`src/core/host_serial_consts.vh`:
```
// Constants for the host serial port, flow control and hop status block.
// Assumes inclusion by bare name from the core design file.
`ifndef HOST_SERIAL_CONSTS_VH
`define HOST_SERIAL_CONSTS_VH

// Register indices as printed; byte address is four times the index.
`define IDX_STOP_BIT_DELAY   8'h3F
`define IDX_RATE_DIV_LOW     8'h42
`define IDX_RATE_DIV_HIGH    8'h43
`define IDX_IF_TIMEOUT       8'h58
`define IDX_CTS_THRESHOLD    8'h5D
`define IDX_CONTROL          8'h60
`define IDX_STATUS           8'h61
`define IDX_TX_DATA          8'h62
`define IDX_RX_DATA          8'h63

// Reset values: 57600 baud defaults, plus the forced 9600 divisor.
`define RST_RATE_DIV_LOW     8'hFC
`define RST_STOP_BIT_DELAY   8'h03
`define RST_IF_TIMEOUT       8'h02
`define RST_CTS_THRESHOLD    8'hF0
`define FORCED_RATE_DIV      8'hE8

// Control register fields.
`define CTL_RTS_EN           0
`define CTL_STATUS_EN        1
`define CTL_MODEM_MODE       2

// Bit timing.
`define SAMPLE_HALF          8'd32
`define SAMPLES_PER_BIT      8'd64
`define REF_CLK_HZ           14745600
`define ACK_DELAY_US         75

// AXI responses.
`define RESP_OKAY            2'h0
`define RESP_SLVERR          2'h2
`endif

```
`src/core/host_serial_rate_flow_status.v`:
```
// Host serial port with programmable rate, CTS/RTS flow control and hop status outputs.
// Assumes a single sys_clk domain at the reference rate, AXI4-Lite master, pins asynchronous.
//
// Function
// - Divisor is reference over sixty-four times rate.
// - Rates below 1200 baud are unsupported.
// - Rate valid within three percent of host.
// - Test pin low at reset forces 9600.
// - Low divisor byte encodes common rates.
// - Each rate has timeout and stop delay.
// - Defaults give 57600 baud after reset.
// - Stop delay zero gives short stop bit.
// - Serial rate independent of radio rate.
// - Status outputs work only when enabled.
// - Hop-bin-zero flag low during bin zero.
// - Flag falls at bin start, rises at end.
// - Ack flag rises within 75 us.
// - Ack flag holds until next hop ends; the code clears it at the second hop_frame rise after the flag rises.
// - Status functions exclusive with modem mode.
// - CTS high when buffer reaches threshold.
// - RTS high withholds output to host.
// - Buffer holds 256 bytes, overflow lost.
// - Start low, data LSB first, stop high.
// - Forced mode 8-N-1 until reset.
//
// The AXI4-Lite register port is this design's own decision.
`include "host_serial_consts.vh"

module host_serial_rate_flow_status #(
   parameter DEPTH_LOG2 = 8,
   parameter ACK_CYCLES = (`ACK_DELAY_US * (`REF_CLK_HZ / 1000000))
) (
   // Clock and reset
   input  wire        sys_clk,
   input  wire        rst_n,
   // AXI4-Lite write address
   input  wire [31:0] s_axi_awaddr,
   input  wire        s_axi_awvalid,
   output reg         s_axi_awready,
   // AXI4-Lite write data
   input  wire [31:0] s_axi_wdata,
   input  wire [3:0]  s_axi_wstrb,
   input  wire        s_axi_wvalid,
   output reg         s_axi_wready,
   // AXI4-Lite write response
   output reg  [1:0]  s_axi_bresp,
   output reg         s_axi_bvalid,
   input  wire        s_axi_bready,
   // AXI4-Lite read
   input  wire [31:0] s_axi_araddr,
   input  wire        s_axi_arvalid,
   output reg         s_axi_arready,
   output reg  [31:0] s_axi_rdata,
   output reg  [1:0]  s_axi_rresp,
   output reg         s_axi_rvalid,
   input  wire        s_axi_rready,
   // Host serial pins
   input  wire        rx_pin,
   output reg         tx_pin,
   output reg         cts_pin,
   input  wire        rts_pin,
   input  wire        test_n_pin,
   // Radio side events, synchronous to sys_clk
   input  wire        hop_frame,
   input  wire        hop_bin_zero,
   input  wire        rf_ack_valid,
   // Status outputs
   output reg         hop_bin_zero_flag,
   output reg         rf_ack_flag
);

   localparam DEPTH = 1 << DEPTH_LOG2;
   localparam ST_IDLE  = 2'b00;
   localparam ST_START = 2'b01;
   localparam ST_DATA  = 2'b10;
   localparam ST_STOP  = 2'b11;

   // ==========================================================
   // Pin synchronisers
   reg [1:0] rx_sync_reg;
   reg [1:0] rts_sync_reg;
   reg [1:0] test_sync_reg;
   always @(posedge sys_clk) begin
      if (!rst_n) begin
         rx_sync_reg   <= 2'h3;
         rts_sync_reg  <= 2'h3;
         test_sync_reg <= 2'h3;
      end else begin
         rx_sync_reg   <= {rx_sync_reg[0], rx_pin};
         rts_sync_reg  <= {rts_sync_reg[0], rts_pin};
         test_sync_reg <= {test_sync_reg[0], test_n_pin};
      end
   end
   wire rx_s   = rx_sync_reg[1];
   wire rts_s  = rts_sync_reg[1];

   // ==========================================================
   // Registers
   reg [7:0] stop_bit_delay_reg;
   reg [7:0] rate_divisor_low_reg;
   reg [7:0] rate_divisor_high_reg;
   reg [7:0] interface_timeout_reg;
   reg [7:0] cts_release_threshold_reg;
   reg [2:0] control_reg;
   reg       forced_rate_reg;
   reg [2:0] strap_cnt_reg;

   // strap capture: sampled a few cycles after release, once the synchroniser settled.
   always @(posedge sys_clk) begin
      if (!rst_n) begin
         strap_cnt_reg   <= 3'h0;
         forced_rate_reg <= 1'b0;
      end else if (strap_cnt_reg != 3'h3) begin
         strap_cnt_reg <= strap_cnt_reg + 3'h1;
         if (strap_cnt_reg == 3'h2)
            forced_rate_reg <= ~test_sync_reg[1];
      end
   end

   // rate byte or forced 9600 value; high byte ignored.
   wire [7:0] active_div = forced_rate_reg ? `FORCED_RATE_DIV : rate_divisor_low_reg;
   wire status_on = control_reg[`CTL_STATUS_EN] & ~control_reg[`CTL_MODEM_MODE] &
                    ~forced_rate_reg;

   // ==========================================================
   // Bit timing: prescale by 256-divisor then count 64 ticks per bit period.
   reg [7:0] rate_cnt_reg;
   reg       tick_reg;
   always @(posedge sys_clk) begin
      if (!rst_n) begin
         rate_cnt_reg <= 8'h0;
         tick_reg     <= 1'b0;
      end else begin
         // bit-rate tick: one tick per (256-divisor) reference cycles.
         tick_reg <= (rate_cnt_reg == 8'h0);
         if (rate_cnt_reg == 8'h0)
            rate_cnt_reg <= 8'h0 - active_div - 8'h1;
         else
            rate_cnt_reg <= rate_cnt_reg - 8'h1;
      end
   end
   // ==========================================================
   // Receive buffer (host to device) and transmit buffer (device to host)
   reg [7:0]          rxbuf [0:DEPTH-1];
   reg [DEPTH_LOG2:0] rx_wp_reg;
   reg [DEPTH_LOG2:0] rx_rp_reg;
   reg [7:0]          txbuf [0:DEPTH-1];
   reg [DEPTH_LOG2:0] tx_wp_reg;
   reg [DEPTH_LOG2:0] tx_rp_reg;
   wire [DEPTH_LOG2:0] rx_count = rx_wp_reg - rx_rp_reg;
   wire [DEPTH_LOG2:0] tx_count = tx_wp_reg - tx_rp_reg;
   wire rx_full  = rx_count[DEPTH_LOG2];
   wire rx_empty = (rx_count == 0);
   wire tx_full  = tx_count[DEPTH_LOG2];
   wire tx_empty = (tx_count == 0);

   // ==========================================================
   // Serial receiver
   reg [1:0] rs_state_reg;
   reg [7:0] rs_smp_reg;
   reg [2:0] rs_bit_reg;
   reg [7:0] rs_shift_reg;
   reg       rs_push;
   reg       overrun_reg;
   always @(posedge sys_clk) begin
      rs_push <= 1'b0;
      if (!rst_n) begin
         rs_state_reg <= ST_IDLE;
         rs_smp_reg   <= 8'h0;
         rs_bit_reg   <= 3'h0;
         rs_shift_reg <= 8'h0;
      end else if (tick_reg) begin
         rs_smp_reg <= rs_smp_reg + 8'h1;
         case (rs_state_reg)
            ST_IDLE: begin
               rs_smp_reg <= 8'h0;
               if (!rx_s)
                  rs_state_reg <= ST_START;
            end
            ST_START: begin
               if (rs_smp_reg == `SAMPLE_HALF) begin
                  rs_smp_reg <= 8'h0;
                  rs_bit_reg <= 3'h0;
                  rs_state_reg <= rx_s ? ST_IDLE : ST_DATA;
               end
            end
            ST_DATA: begin
               if (rs_smp_reg == `SAMPLES_PER_BIT - 8'h1) begin
                  rs_smp_reg <= 8'h0;
                  rs_shift_reg <= {rx_s, rs_shift_reg[7:1]};
                  rs_bit_reg <= rs_bit_reg + 3'h1;
                  if (rs_bit_reg == 3'h7)
                     rs_state_reg <= ST_STOP;
               end
            end
            ST_STOP: begin
               if (rs_smp_reg == `SAMPLES_PER_BIT - 8'h1) begin
                  rs_state_reg <= ST_IDLE;
                  rs_push <= rx_s;
               end
            end
            default: rs_state_reg <= ST_IDLE;
         endcase
      end
   end

   // ==========================================================
   // Serial transmitter
   reg [1:0] ts_state_reg;
   reg [7:0] ts_smp_reg;
   reg [7:0] ts_stop_reg;
   reg [2:0] ts_bit_reg;
   reg [7:0] ts_shift_reg;
   // RTS gating: with CTL_RTS_EN set, a new character starts only while RTS is low.
   wire ts_start = (ts_state_reg == ST_IDLE) & ~tx_empty &
                   ~(control_reg[`CTL_RTS_EN] & rts_s);
   always @(posedge sys_clk) begin
      if (!rst_n) begin
         ts_state_reg <= ST_IDLE;
         ts_smp_reg   <= 8'h0;
         ts_stop_reg  <= 8'h0;
         ts_bit_reg   <= 3'h0;
         ts_shift_reg <= 8'h0;
         tx_pin       <= 1'b1;
      end else begin
         case (ts_state_reg)
            ST_IDLE: begin
               tx_pin <= 1'b1;
               if (ts_start) begin
                  ts_shift_reg <= txbuf[tx_rp_reg[DEPTH_LOG2-1:0]];
                  ts_smp_reg   <= 8'h0;
                  ts_state_reg <= ST_START;
               end
            end
            ST_START: begin
               tx_pin <= 1'b0;
               if (tick_reg) begin
                  ts_smp_reg <= ts_smp_reg + 8'h1;
                  if (ts_smp_reg == `SAMPLES_PER_BIT - 8'h1) begin
                     ts_smp_reg <= 8'h0;
                     ts_bit_reg <= 3'h0;
                     ts_state_reg <= ST_DATA;
                  end
               end
            end
            ST_DATA: begin
               tx_pin <= ts_shift_reg[0];
               if (tick_reg) begin
                  ts_smp_reg <= ts_smp_reg + 8'h1;
                  if (ts_smp_reg == `SAMPLES_PER_BIT - 8'h1) begin
                     ts_smp_reg   <= 8'h0;
                     ts_shift_reg <= {1'b0, ts_shift_reg[7:1]};
                     ts_bit_reg   <= ts_bit_reg + 3'h1;
                     if (ts_bit_reg == 3'h7) begin
                        ts_state_reg <= ST_STOP;
                        ts_stop_reg  <= stop_bit_delay_reg;
                     end
                  end
               end
            end
            ST_STOP: begin
               // stop length: prescaled count from the stop-bit delay value.
               tx_pin <= 1'b1;
               if (tick_reg) begin
                  ts_smp_reg <= ts_smp_reg + 8'h1;
                  if (ts_smp_reg == `SAMPLES_PER_BIT - 8'h1) begin
                     ts_smp_reg <= 8'h0;
                     if (ts_stop_reg == 8'h0)
                        ts_state_reg <= ST_IDLE;
                     else
                        ts_stop_reg <= ts_stop_reg - 8'h1;
                  end
               end
            end
            default: ts_state_reg <= ST_IDLE;
         endcase
      end
   end

   // ==========================================================
   // AXI4-Lite slave
   wire [7:0] wr_idx = s_axi_awaddr[9:2];
   wire [7:0] rd_idx = s_axi_araddr[9:2];
   wire wr_go = s_axi_awvalid & s_axi_wvalid & ~s_axi_bvalid;
   wire rd_go = s_axi_arvalid & ~s_axi_rvalid;
   wire wr_hit = (wr_idx == `IDX_STOP_BIT_DELAY) | (wr_idx == `IDX_RATE_DIV_LOW) |
                 (wr_idx == `IDX_RATE_DIV_HIGH) | (wr_idx == `IDX_IF_TIMEOUT) |
                 (wr_idx == `IDX_CTS_THRESHOLD) | (wr_idx == `IDX_CONTROL) |
                 (wr_idx == `IDX_TX_DATA);
   wire tx_push = wr_go & s_axi_wstrb[0] & (wr_idx == `IDX_TX_DATA) & ~tx_full;
   wire rx_pop  = rd_go & (rd_idx == `IDX_RX_DATA) & ~rx_empty;

   reg [31:0] rd_val;
   reg        rd_hit;
   always @* begin
      rd_val = 32'h0;
      rd_hit = 1'b1;
      case (rd_idx)
         `IDX_STOP_BIT_DELAY: rd_val[7:0] = stop_bit_delay_reg;
         `IDX_RATE_DIV_LOW:   rd_val[7:0] = rate_divisor_low_reg;
         `IDX_RATE_DIV_HIGH:  rd_val[7:0] = rate_divisor_high_reg;
         `IDX_IF_TIMEOUT:     rd_val[7:0] = interface_timeout_reg;
         `IDX_CTS_THRESHOLD:  rd_val[7:0] = cts_release_threshold_reg;
         `IDX_CONTROL:        rd_val[2:0] = control_reg;
         `IDX_STATUS:         rd_val[7:0] = {2'h0, overrun_reg, forced_rate_reg,
                                             tx_full, tx_empty, rx_full, rx_empty};
         `IDX_RX_DATA:        rd_val[7:0] = rxbuf[rx_rp_reg[DEPTH_LOG2-1:0]];
         default:             rd_hit = 1'b0;
      endcase
   end

   always @(posedge sys_clk) begin
      if (!rst_n) begin
         s_axi_awready <= 1'b0;
         s_axi_wready  <= 1'b0;
         s_axi_bvalid  <= 1'b0;
         s_axi_bresp   <= `RESP_OKAY;
         s_axi_arready <= 1'b0;
         s_axi_rvalid  <= 1'b0;
         s_axi_rresp   <= `RESP_OKAY;
         s_axi_rdata   <= 32'h0;
         stop_bit_delay_reg        <= `RST_STOP_BIT_DELAY;
         rate_divisor_low_reg      <= `RST_RATE_DIV_LOW;
         rate_divisor_high_reg     <= 8'h0;
         interface_timeout_reg     <= `RST_IF_TIMEOUT;
         cts_release_threshold_reg <= `RST_CTS_THRESHOLD;
         control_reg               <= 3'h0;
      end else begin
         s_axi_awready <= wr_go;
         s_axi_wready  <= wr_go;
         s_axi_arready <= rd_go;
         if (wr_go) begin
            s_axi_bvalid <= 1'b1;
            s_axi_bresp  <= wr_hit ? `RESP_OKAY : `RESP_SLVERR;
            if (s_axi_wstrb[0]) begin
               case (wr_idx)
                  `IDX_STOP_BIT_DELAY: stop_bit_delay_reg        <= s_axi_wdata[7:0];
                  `IDX_RATE_DIV_LOW:   rate_divisor_low_reg      <= s_axi_wdata[7:0];
                  `IDX_RATE_DIV_HIGH:  rate_divisor_high_reg     <= s_axi_wdata[7:0];
                  `IDX_IF_TIMEOUT:     interface_timeout_reg     <= s_axi_wdata[7:0];
                  `IDX_CTS_THRESHOLD:  cts_release_threshold_reg <= s_axi_wdata[7:0];
                  `IDX_CONTROL:        control_reg               <= s_axi_wdata[2:0];
                  default:             control_reg               <= control_reg;
               endcase
            end
         end else if (s_axi_bready)
            s_axi_bvalid <= 1'b0;
         if (rd_go) begin
            s_axi_rvalid <= 1'b1;
            s_axi_rdata  <= rd_val;
            s_axi_rresp  <= rd_hit ? `RESP_OKAY : `RESP_SLVERR;
         end else if (s_axi_rready)
            s_axi_rvalid <= 1'b0;
      end
   end

   // ==========================================================
   // Buffer pointers and CTS
   always @(posedge sys_clk) begin
      if (rs_push & ~rx_full)
         rxbuf[rx_wp_reg[DEPTH_LOG2-1:0]] <= rs_shift_reg;
      if (tx_push)
         txbuf[tx_wp_reg[DEPTH_LOG2-1:0]] <= s_axi_wdata[7:0];
   end
   always @(posedge sys_clk) begin
      if (!rst_n) begin
         rx_wp_reg   <= 0;
         rx_rp_reg   <= 0;
         tx_wp_reg   <= 0;
         tx_rp_reg   <= 0;
         overrun_reg <= 1'b0;
         cts_pin     <= 1'b1;
      end else begin
         // overflow drop: bytes arriving to a full buffer are lost and flagged.
         if (rs_push & ~rx_full)
            rx_wp_reg <= rx_wp_reg + 1'b1;
         if (rs_push & rx_full)
            overrun_reg <= 1'b1;
         else if (rx_pop)
            overrun_reg <= 1'b0;
         if (rx_pop)
            rx_rp_reg <= rx_rp_reg + 1'b1;
         if (tx_push)
            tx_wp_reg <= tx_wp_reg + 1'b1;
         if (ts_start)
            tx_rp_reg <= tx_rp_reg + 1'b1;
         // CTS threshold: high once count reaches the release threshold.
         cts_pin <= (rx_count >= {1'b0, cts_release_threshold_reg}) | rx_full;
      end
   end

   // ==========================================================
   // Hop status and acknowledgement outputs
   reg        hop_prev_reg;
   reg        ack_pending_reg;
   reg        ack_armed_reg;
   reg [11:0] ack_cnt_reg;
   wire hop_fall = hop_prev_reg & ~hop_frame;
   wire hop_rise = ~hop_prev_reg & hop_frame;
   always @(posedge sys_clk) begin
      if (!rst_n) begin
         hop_prev_reg      <= 1'b1;
         hop_bin_zero_flag <= 1'b1;
         rf_ack_flag       <= 1'b0;
         ack_pending_reg   <= 1'b0;
         ack_armed_reg     <= 1'b0;
         ack_cnt_reg       <= 12'h0;
      end else begin
         // hop marker from the sequencer, same clock domain.
         hop_prev_reg <= hop_frame;
         if (!status_on)
            hop_bin_zero_flag <= 1'b1;
         else if (hop_fall & hop_bin_zero)
            hop_bin_zero_flag <= 1'b0;
         else if (hop_rise)
            hop_bin_zero_flag <= 1'b1;
         // ack within delay: raised well inside the bound.
         if (!status_on) begin
            rf_ack_flag     <= 1'b0;
            ack_pending_reg <= 1'b0;
            ack_armed_reg   <= 1'b0;
         end else begin
            if (rf_ack_valid) begin
               ack_pending_reg <= 1'b1;
               ack_cnt_reg     <= 12'h0;
            end else if (ack_pending_reg) begin
               ack_cnt_reg <= ack_cnt_reg + 12'h1;
               if (ack_cnt_reg == 12'h1 || ack_cnt_reg == ACK_CYCLES[11:0]) begin
                  rf_ack_flag     <= 1'b1;
                  ack_pending_reg <= 1'b0;
                  ack_armed_reg   <= 1'b0;
               end
            end
            // ack hold: cleared at the second hop_frame rising edge after the flag rises.
            if (rf_ack_flag & hop_rise & ~rf_ack_valid) begin
               if (ack_armed_reg)
                  rf_ack_flag <= 1'b0;
               else
                  ack_armed_reg <= 1'b1;
            end
         end
      end
   end

endmodule

```
`config.mk`:
```
export PLATFORM = sky130hd
export DESIGN_NAME = host_serial_rate_flow_status
export DESIGN_NICKNAME = d
export VERILOG_FILES = /design/src/core/host_serial_rate_flow_status.v
export VERILOG_INCLUDE_DIRS = /design/src /design/src/core
export SDC_FILE = /design/constraint.sdc
export NUM_CORES = 2
export LEC_CHECK = 0
export BUFFER_PORTS_ARGS = -buffer_cell sky130_fd_sc_hd__buf_2
export CAP_MARGIN = 20
export CORE_ASPECT_RATIO = 0.8
export CORE_MARGIN = 1
export CORE_UTILIZATION = 45
export CTS_CLUSTER_DIAMETER = 120
export DETAILED_ROUTE_END_ITERATION = 8
export GPL_TIMING_DRIVEN = 1
export PLACE_DENSITY_LB_ADDON = 0.12
export REMOVE_ABC_BUFFERS = 1
export SLEW_MARGIN = 10
export SYNTH_ARGS = -nofsm -noshare
export SYNTH_HDL_FRONTEND = slang
export SYNTH_SLANG_ARGS = --single-unit
```
`constraint.sdc`:
```
create_clock -name sys_clk -period 5.05 [get_ports sys_clk]
set_clock_uncertainty 0.05 [all_clocks]
set_input_delay 1.515 -clock sys_clk [delete_from_list [all_inputs] [get_ports sys_clk]]
set_output_delay 1.515 -clock sys_clk [all_outputs]
set_load 0.005 [all_outputs]
```
=== Yosys cells after proc, flatten, opt, wreduce, memory -nomap -nowiden ===
Memory sizes are Yosys's and may differ from the RTL's. A register that Yosys moved wholly into a read port is not among the register bits.
Index checks and enable logic that the tools add are counted.

* Memories kept: 2
* Word-level logic and storage cells: 267
* Register bits after elaboration: 185
* RAM bits: 4096

* Bitwise logic cells: 40
* Multiplexer cells: 82
* $lt $le $gt $ge: 1
* Reductions and logical operators: 37
* Add/sub/neg operators: 16
* Eq/ne operators: 46

{| class="wikitable"
|+ Memories
! name !! depth !! bits a word !! read ports !! clocked after memory_dff !! write ports !! RTL line !! RTL
|-
| rxbuf || 256 || 8 || 1 || 1 || 1 || host_serial_rate_flow_status.v:144 || <nowiki>reg [7:0] rxbuf [0:DEPTH-1];</nowiki>
|-
| txbuf || 256 || 8 || 1 || 1 || 1 || host_serial_rate_flow_status.v:147 || <nowiki>reg [7:0] txbuf [0:DEPTH-1];</nowiki>
|}

{| class="wikitable"
|+ Operators with widths
! operator !! count
|-
| $mux 8 || 20
|-
| $eq 8x7->1 const B || 13
|-
| $pmux 8 s2 || 3
|-
| $eq 8x6->1 const B || 5
|-
| $add 9x1->9 const B || 4
|-
| $pmux 5 s7 || 1
|-
| $mux 2 || 17
|-
| $ne 2x2->1 const B || 15
|-
| $mux 1 || 26
|-
| $mux 12 || 2
|-
| $pmux 3 s8 || 1
|-
| $pmux 8 s3 || 1
|-
| $sub 8x1->8 const B || 3
|-
| $reduce_and 3->1 || 7
|-
| $and 1x1->1 || 20
|-
| $logic_not 9->1 || 2
|-
| $mux 3 || 6
|-
| $reduce_bool 2->1 || 9
|-
| $sub 9x9->9 || 2
|-
| $add 8x1->8 const B || 2
|-
| $logic_not 8->1 || 2
|-
| $pmux 2 s4 || 2
|-
| $not 1->1 || 13
|-
| $add 12x1->12 const B || 1
|-
| other kinds (25) || 45
|}

=== Longest topological paths before layout ===
* Word-level depth: 8
* Mapped depth: 14
* Mapped depth without buffers: 13

=== Worst setup path after synthesis ===
No wires, ideal clock.

* Path type: reg2reg
* Start: register rs_shift_reg[1]
* End: memory rxbuf[0][1] (data pin)
* Setup slack: 729 ps
* Path buffers: 0
* Period minus slack after synthesis: 4321 ps
* Data required time: 4141 ps
* Data arrival time: 3412 ps
* Cell stages (with the launch flop): 1
* Library setup time: 859 ps
* Path through: dfxtp_1

{| class="wikitable"
|+ RTL lines
! item !! RTL line !! RTL
|-
| start: declaration || host_serial_rate_flow_status.v:162 || <nowiki>reg [7:0] rs_shift_reg;</nowiki>
|-
| start signal: assignment || host_serial_rate_flow_status.v:190 || <nowiki>rs_shift_reg <= {rx_s, rs_shift_reg[7:1]};</nowiki>
|-
| end: declaration || host_serial_rate_flow_status.v:144 ||
|}

No word-level cell before the write port.

=== Worst setup path after layout ===
* Start: register rx_wp_reg[0]
* End: memory rxbuf[131][7], enable pin

* Longest elaborated chain between the ends: 5

{| class="wikitable"
|+ RTL lines
! item !! RTL line !! RTL
|-
| start: declaration || host_serial_rate_flow_status.v:145 || <nowiki>reg [DEPTH_LOG2:0] rx_wp_reg;</nowiki>
|-
| start signal: assignment || host_serial_rate_flow_status.v:376 || <nowiki>rx_wp_reg <= rx_wp_reg + 1'b1;</nowiki>
|-
| $sub 9x9->9 || host_serial_rate_flow_status.v:150 || <nowiki>wire [DEPTH_LOG2:0] rx_count = rx_wp_reg - rx_rp_reg;</nowiki>
|-
| $not 1->1 || host_serial_rate_flow_status.v:360 || <nowiki>if (rs_push & ~rx_full)</nowiki>
|-
| $and 1x1->1 || host_serial_rate_flow_status.v:360 ||
|-
| $mux 1 || host_serial_rate_flow_status.v:360 ||
|-
| $mux 1 (implied by the code) || host_serial_rate_flow_status.v:361 || <nowiki>rxbuf[rx_wp_reg[DEPTH_LOG2-1:0]] <= rs_shift_reg;</nowiki>
|}

Parallel ways exist; a longest one is shown, timed or not.

==> results summary <==
The run finished with clean final reports. The placement row count is 200. The number of post-CTS setup repair buffers came out at 0. The number of global-route vias before repair was 87700.

The combined global-route utilization of all metal layers came out at between 20% and 30%. Leaving out fill and tap cells, the most frequent cell in the layout is sky130_fd_sc_hd__edfxtp_1. The cell total after placement came out at roughly 14000.

Synthesis produced a netlist whose cell count is 8439. The pin count of the biggest net entering global routing is approximately 180. During I/O placement, the number of pins put on the boundary was 158.

The most used flip-flop cell after synthesis is sky130_fd_sc_hd__edfxtp_1. The wire length of the first global-routing pass came out at 680000 um. The number of warnings reported in the yosys synthesis log came out at 0. Derived from the worst setup path, the maximum achievable clock frequency is ~0.22 GHz.

Global routing finished with a remaining overflow of 0. Adding up every negative setup slack in the final design gives 0 ps. The post-route total power is ~79000 uW. The fraction of registers with async set/reset is 0%. The die is approximately 550 um tall. Setup violations remaining at the end of the flow were counted as 0. Power spread over the standard cell area amounts to 408 nW/um2. The synthesized design spends more area on one cell type than any other, namely sky130_fd_sc_hd__edfxtp_1. The clock-pin slew of the registers on the worst-case setup and hold paths came out at 60 ps. The fraction of post-synthesis cell area in the top cell type by area is about 73%.

The area added between synthesis and finish came out at 14.7%. The largest vdd supply drop came out at just under 0.4 mV. The clock tree buffer depth came out at 4. The number of flops mapped to enable cells by yosys came out at 4096. The initial utilization of the core area, before any placement, comes to a little under half.

The part of the cycle the worst path needs is between 80% and 90%. The initial antenna violation count was 33. The time the final worst path needs with I/O delays and setup is roughly 4500 ps. The starting DRC count in detailed routing is about 13000. The total wirelength of the detailed-routed design is approximately 490000 um.

The number of hold violations in the final report is 0. Leaving out filler cells and counting taps, the final layout contains between 10000 and 15000. In the layout the commonest cells are 4096 x sky130_fd_sc_hd__edfxtp_1, 931 x sky130_fd_sc_hd__mux4_2, 838 x sky130_fd_sc_hd__buf_4, 729 x sky130_fd_sc_hd__nor2_1, 434 x sky130_fd_sc_hd__clkbuf_16. A synthesized cell averages 20.0 um2.

The final count of pins violating max slew came out at 0. The worst slew slack as a fraction of its limit came out at between 10 and 15%. The capturing element type of the critical path is a flip-flop.

The total CTS buffers came out at 426. The congestion estimate from routability-driven global placement came to around 0.9. The die footprint came out at around 380000 um2. The filler cell count came out at about 29000. Detailed placement finished with a half-perimeter wire length of approximately 310000 um. The post-cts resize count is 0.

The data arrival time of the worst path is a little over 5000 ps. The total number of nets in the final design is around 9500. In this run the worst hold path is classified as reg -> reg.

The clock sink count came out at approximately 4300. The H-tree was split into 5 levels. The critical path is of the reg -> reg type. The analysis attributes to cell leakage a power of 0.0616 uW. Setup repair after global routing left no endpoint under its margin.

The count of antenna-violating nets left after detailed routing came out at 0. The post-route cell area came out at ~190000 um2. The register area is 127000 um2.

The number of buffers inserted for hold repair after clock tree synthesis came out at 0. The area taken by multi-input logic gates came out at between 30000 and 40000 um2. Max-cap violations in this run came to 0. In this run the standard cell core region covers ~370000 um2. The TritonCTS clock tree is yes.

The worst setup path is launched from a flip-flop. In this run, synthesis produced a sequential element count of 4295. After synthesis, flip-flops and latches occupy roughly three quarters of the total area. The count of cell types in the netlist came out at approximately 110. Cells with a size suffix above 1 make up between 20 and 30% of the layout.

The number of iterations in the first detailed-routing pass came out at 6. The number of input and output port buffers inserted is 56. The flop-to-flop setup slack is 510 ps. The tree is rooted in a sky130_fd_sc_hd__clkbuf_16. The horizontal extent of the die came out at approximately 690 um. The placed cell area is around 180000 um2. Data on the critical path is required at its endpoint by around 5600 ps.

The routed wirelength normalized by instance count came out at about 33 um. The clock reaches the later pin of the worst-skew pair after ~970 ps. The slew at the pin with the worst max-slew slack came out at 1270 ps. The via count normalized by instance count came out at 6.13. Across all layers, the routed design uses between 80000 and 90000 vias.

Sorting the synthesized cells by area gives the leading types as sky130_fd_sc_hd__edfxtp_1 73%, sky130_fd_sc_hd__mux4_2 12%, sky130_fd_sc_hd__dfxtp_1 2.4%. The peak fanout along the critical path is 22. The post-synthesis instance area is about 170000 um2. The remaining routing DRC violations is 0.
-- routing by layer --
layer | global-route usage [%] | up-vias | part of all wire, %
met5 | 0 | - | 0.013
met3 | 6.42 | 589 | 11
met1 | 40.4 | 48100 | 45
met2 | 35.5 | 4527 | 42
li1 | - | 36700 | -
met4 | 5.20 | 10 | 2.0
-- area by class of cell --
class / count / share of cell area (%)
Multi-Input combinational cell: 3605 / 20.0
Antenna cell: 10 / 0.0129
Clock buffer: 521 / 5.81
Inverter: 63 / 0.125
Clock inverter: 265 / 1.32
Tap cell: 4949 / 3.19
Timing Repair Buffer: 956 / 4.06
Sequential cell: 4295 / 65.5
-- cell usage after synthesis, types with 9 or more instances --
library cell and instances:
sky130_fd_sc_hd__a2111oi_0 16, sky130_fd_sc_hd__a211oi_1 37, sky130_fd_sc_hd__a21oi_1 134, sky130_fd_sc_hd__a221oi_1 74
sky130_fd_sc_hd__a22o_1 39, sky130_fd_sc_hd__a22oi_1 156, sky130_fd_sc_hd__a31oi_1 19, sky130_fd_sc_hd__and2_1 16
sky130_fd_sc_hd__and3_1 12, sky130_fd_sc_hd__buf_1 25, sky130_fd_sc_hd__buf_12 17, sky130_fd_sc_hd__buf_2 104
sky130_fd_sc_hd__buf_4 70, sky130_fd_sc_hd__buf_6 44, sky130_fd_sc_hd__buf_8 11, sky130_fd_sc_hd__clkbuf_1 198
sky130_fd_sc_hd__clkbuf_8 28, sky130_fd_sc_hd__dfxtp_1 199, sky130_fd_sc_hd__edfxtp_1 4096, sky130_fd_sc_hd__ha_1 56
sky130_fd_sc_hd__inv_1 60, sky130_fd_sc_hd__mux2_2 14, sky130_fd_sc_hd__mux2i_1 258, sky130_fd_sc_hd__mux4_1 68
sky130_fd_sc_hd__mux4_2 931, sky130_fd_sc_hd__nand2_1 199, sky130_fd_sc_hd__nand2b_1 33, sky130_fd_sc_hd__nand3_1 156
sky130_fd_sc_hd__nand4_1 67, sky130_fd_sc_hd__nor2_1 737, sky130_fd_sc_hd__nor2b_1 52, sky130_fd_sc_hd__nor3_1 55
sky130_fd_sc_hd__nor3b_1 11, sky130_fd_sc_hd__nor4_1 21, sky130_fd_sc_hd__o2111ai_1 9, sky130_fd_sc_hd__o211ai_1 16
sky130_fd_sc_hd__o21ai_0 115, sky130_fd_sc_hd__o221a_2 9, sky130_fd_sc_hd__o221ai_1 21, sky130_fd_sc_hd__o22ai_1 44
sky130_fd_sc_hd__o31ai_1 10, sky130_fd_sc_hd__or3_1 16, sky130_fd_sc_hd__xnor2_1 21, sky130_fd_sc_hd__xor2_1 31
-- stage by stage --
| step | hold WS (ps) | utilization, % | setup WS, ps |
|---|---|---|---|
| after CTS | 372 | 52.0 | 631 |
| final | 370 | 52.1 | 515 |
| after detailed placement | 351 | 48.3 | 658 |
| after global placement | 355 | 48.3 | 669 |
| after global routing | 383 | 52.0 | 378 |
| after floorplan | 336 | - | -18310 |
-- critical path, stage by stage (launching register included) --
cell                       delay (ps)
sky130_fd_sc_hd__dfxtp_1          350
sky130_fd_sc_hd__inv_1            210
sky130_fd_sc_hd__ha_1             220
sky130_fd_sc_hd__inv_1             60
sky130_fd_sc_hd__fa_1             430
sky130_fd_sc_hd__a211oi_1         300
sky130_fd_sc_hd__o21ai_0          170
sky130_fd_sc_hd__a31oi_1          290
sky130_fd_sc_hd__xor2_1           320
sky130_fd_sc_hd__and2_0           180
sky130_fd_sc_hd__buf_4            240
sky130_fd_sc_hd__nand3_1          110
sky130_fd_sc_hd__buf_4            310
sky130_fd_sc_hd__nor2_1           820
-- report_power, final --
group          leakage [uW]  internal (uW)  switching (uW)
sequential           0.0390          38800             270
combinational        0.0159           3800            4560
clock               0.00676          18200           13500
-- path summary, 6_finish.rpt --
| path | start | to | depth (start not counted) |
|---|---|---|---|
| setup / recovery | rx_wp_reg[0]$_SDFFE_PN0P_ | rxbuf[131][7]$_DFFE_PP_ | 13 |
| hold / removal | test_sync_reg[1]$_SDFF_PN1_ | forced_rate_reg$_SDFFE_PN0P_ | 1 |
| setup reg to reg | rx_wp_reg[0]$_SDFFE_PN0P_ | rxbuf[131][7]$_DFFE_PP_ | 13 |
| hold reg to reg | test_sync_reg[1]$_SDFF_PN1_ | forced_rate_reg$_SDFFE_PN0P_ | 1 |
-- kinds of logic (layout without fill, tap and decap cells) --
logic type,Yosys count,after routing,share of synthesized area (%)
XOR/XNOR,52,52,0.269
other,1,36,0.00222
AND/OR/NAND/NOR,1429,1429,3.81
buffers and inverters,564,1805,2.11
adder cells (fa/ha/maj),58,58,0.438
flip-flops,4295,4295,75.1
AO/OA/AOI/OAI,769,769,3.21
multiplexers,1271,1271,15.1
Note: power is estimated with default switching activity, not from simulation.
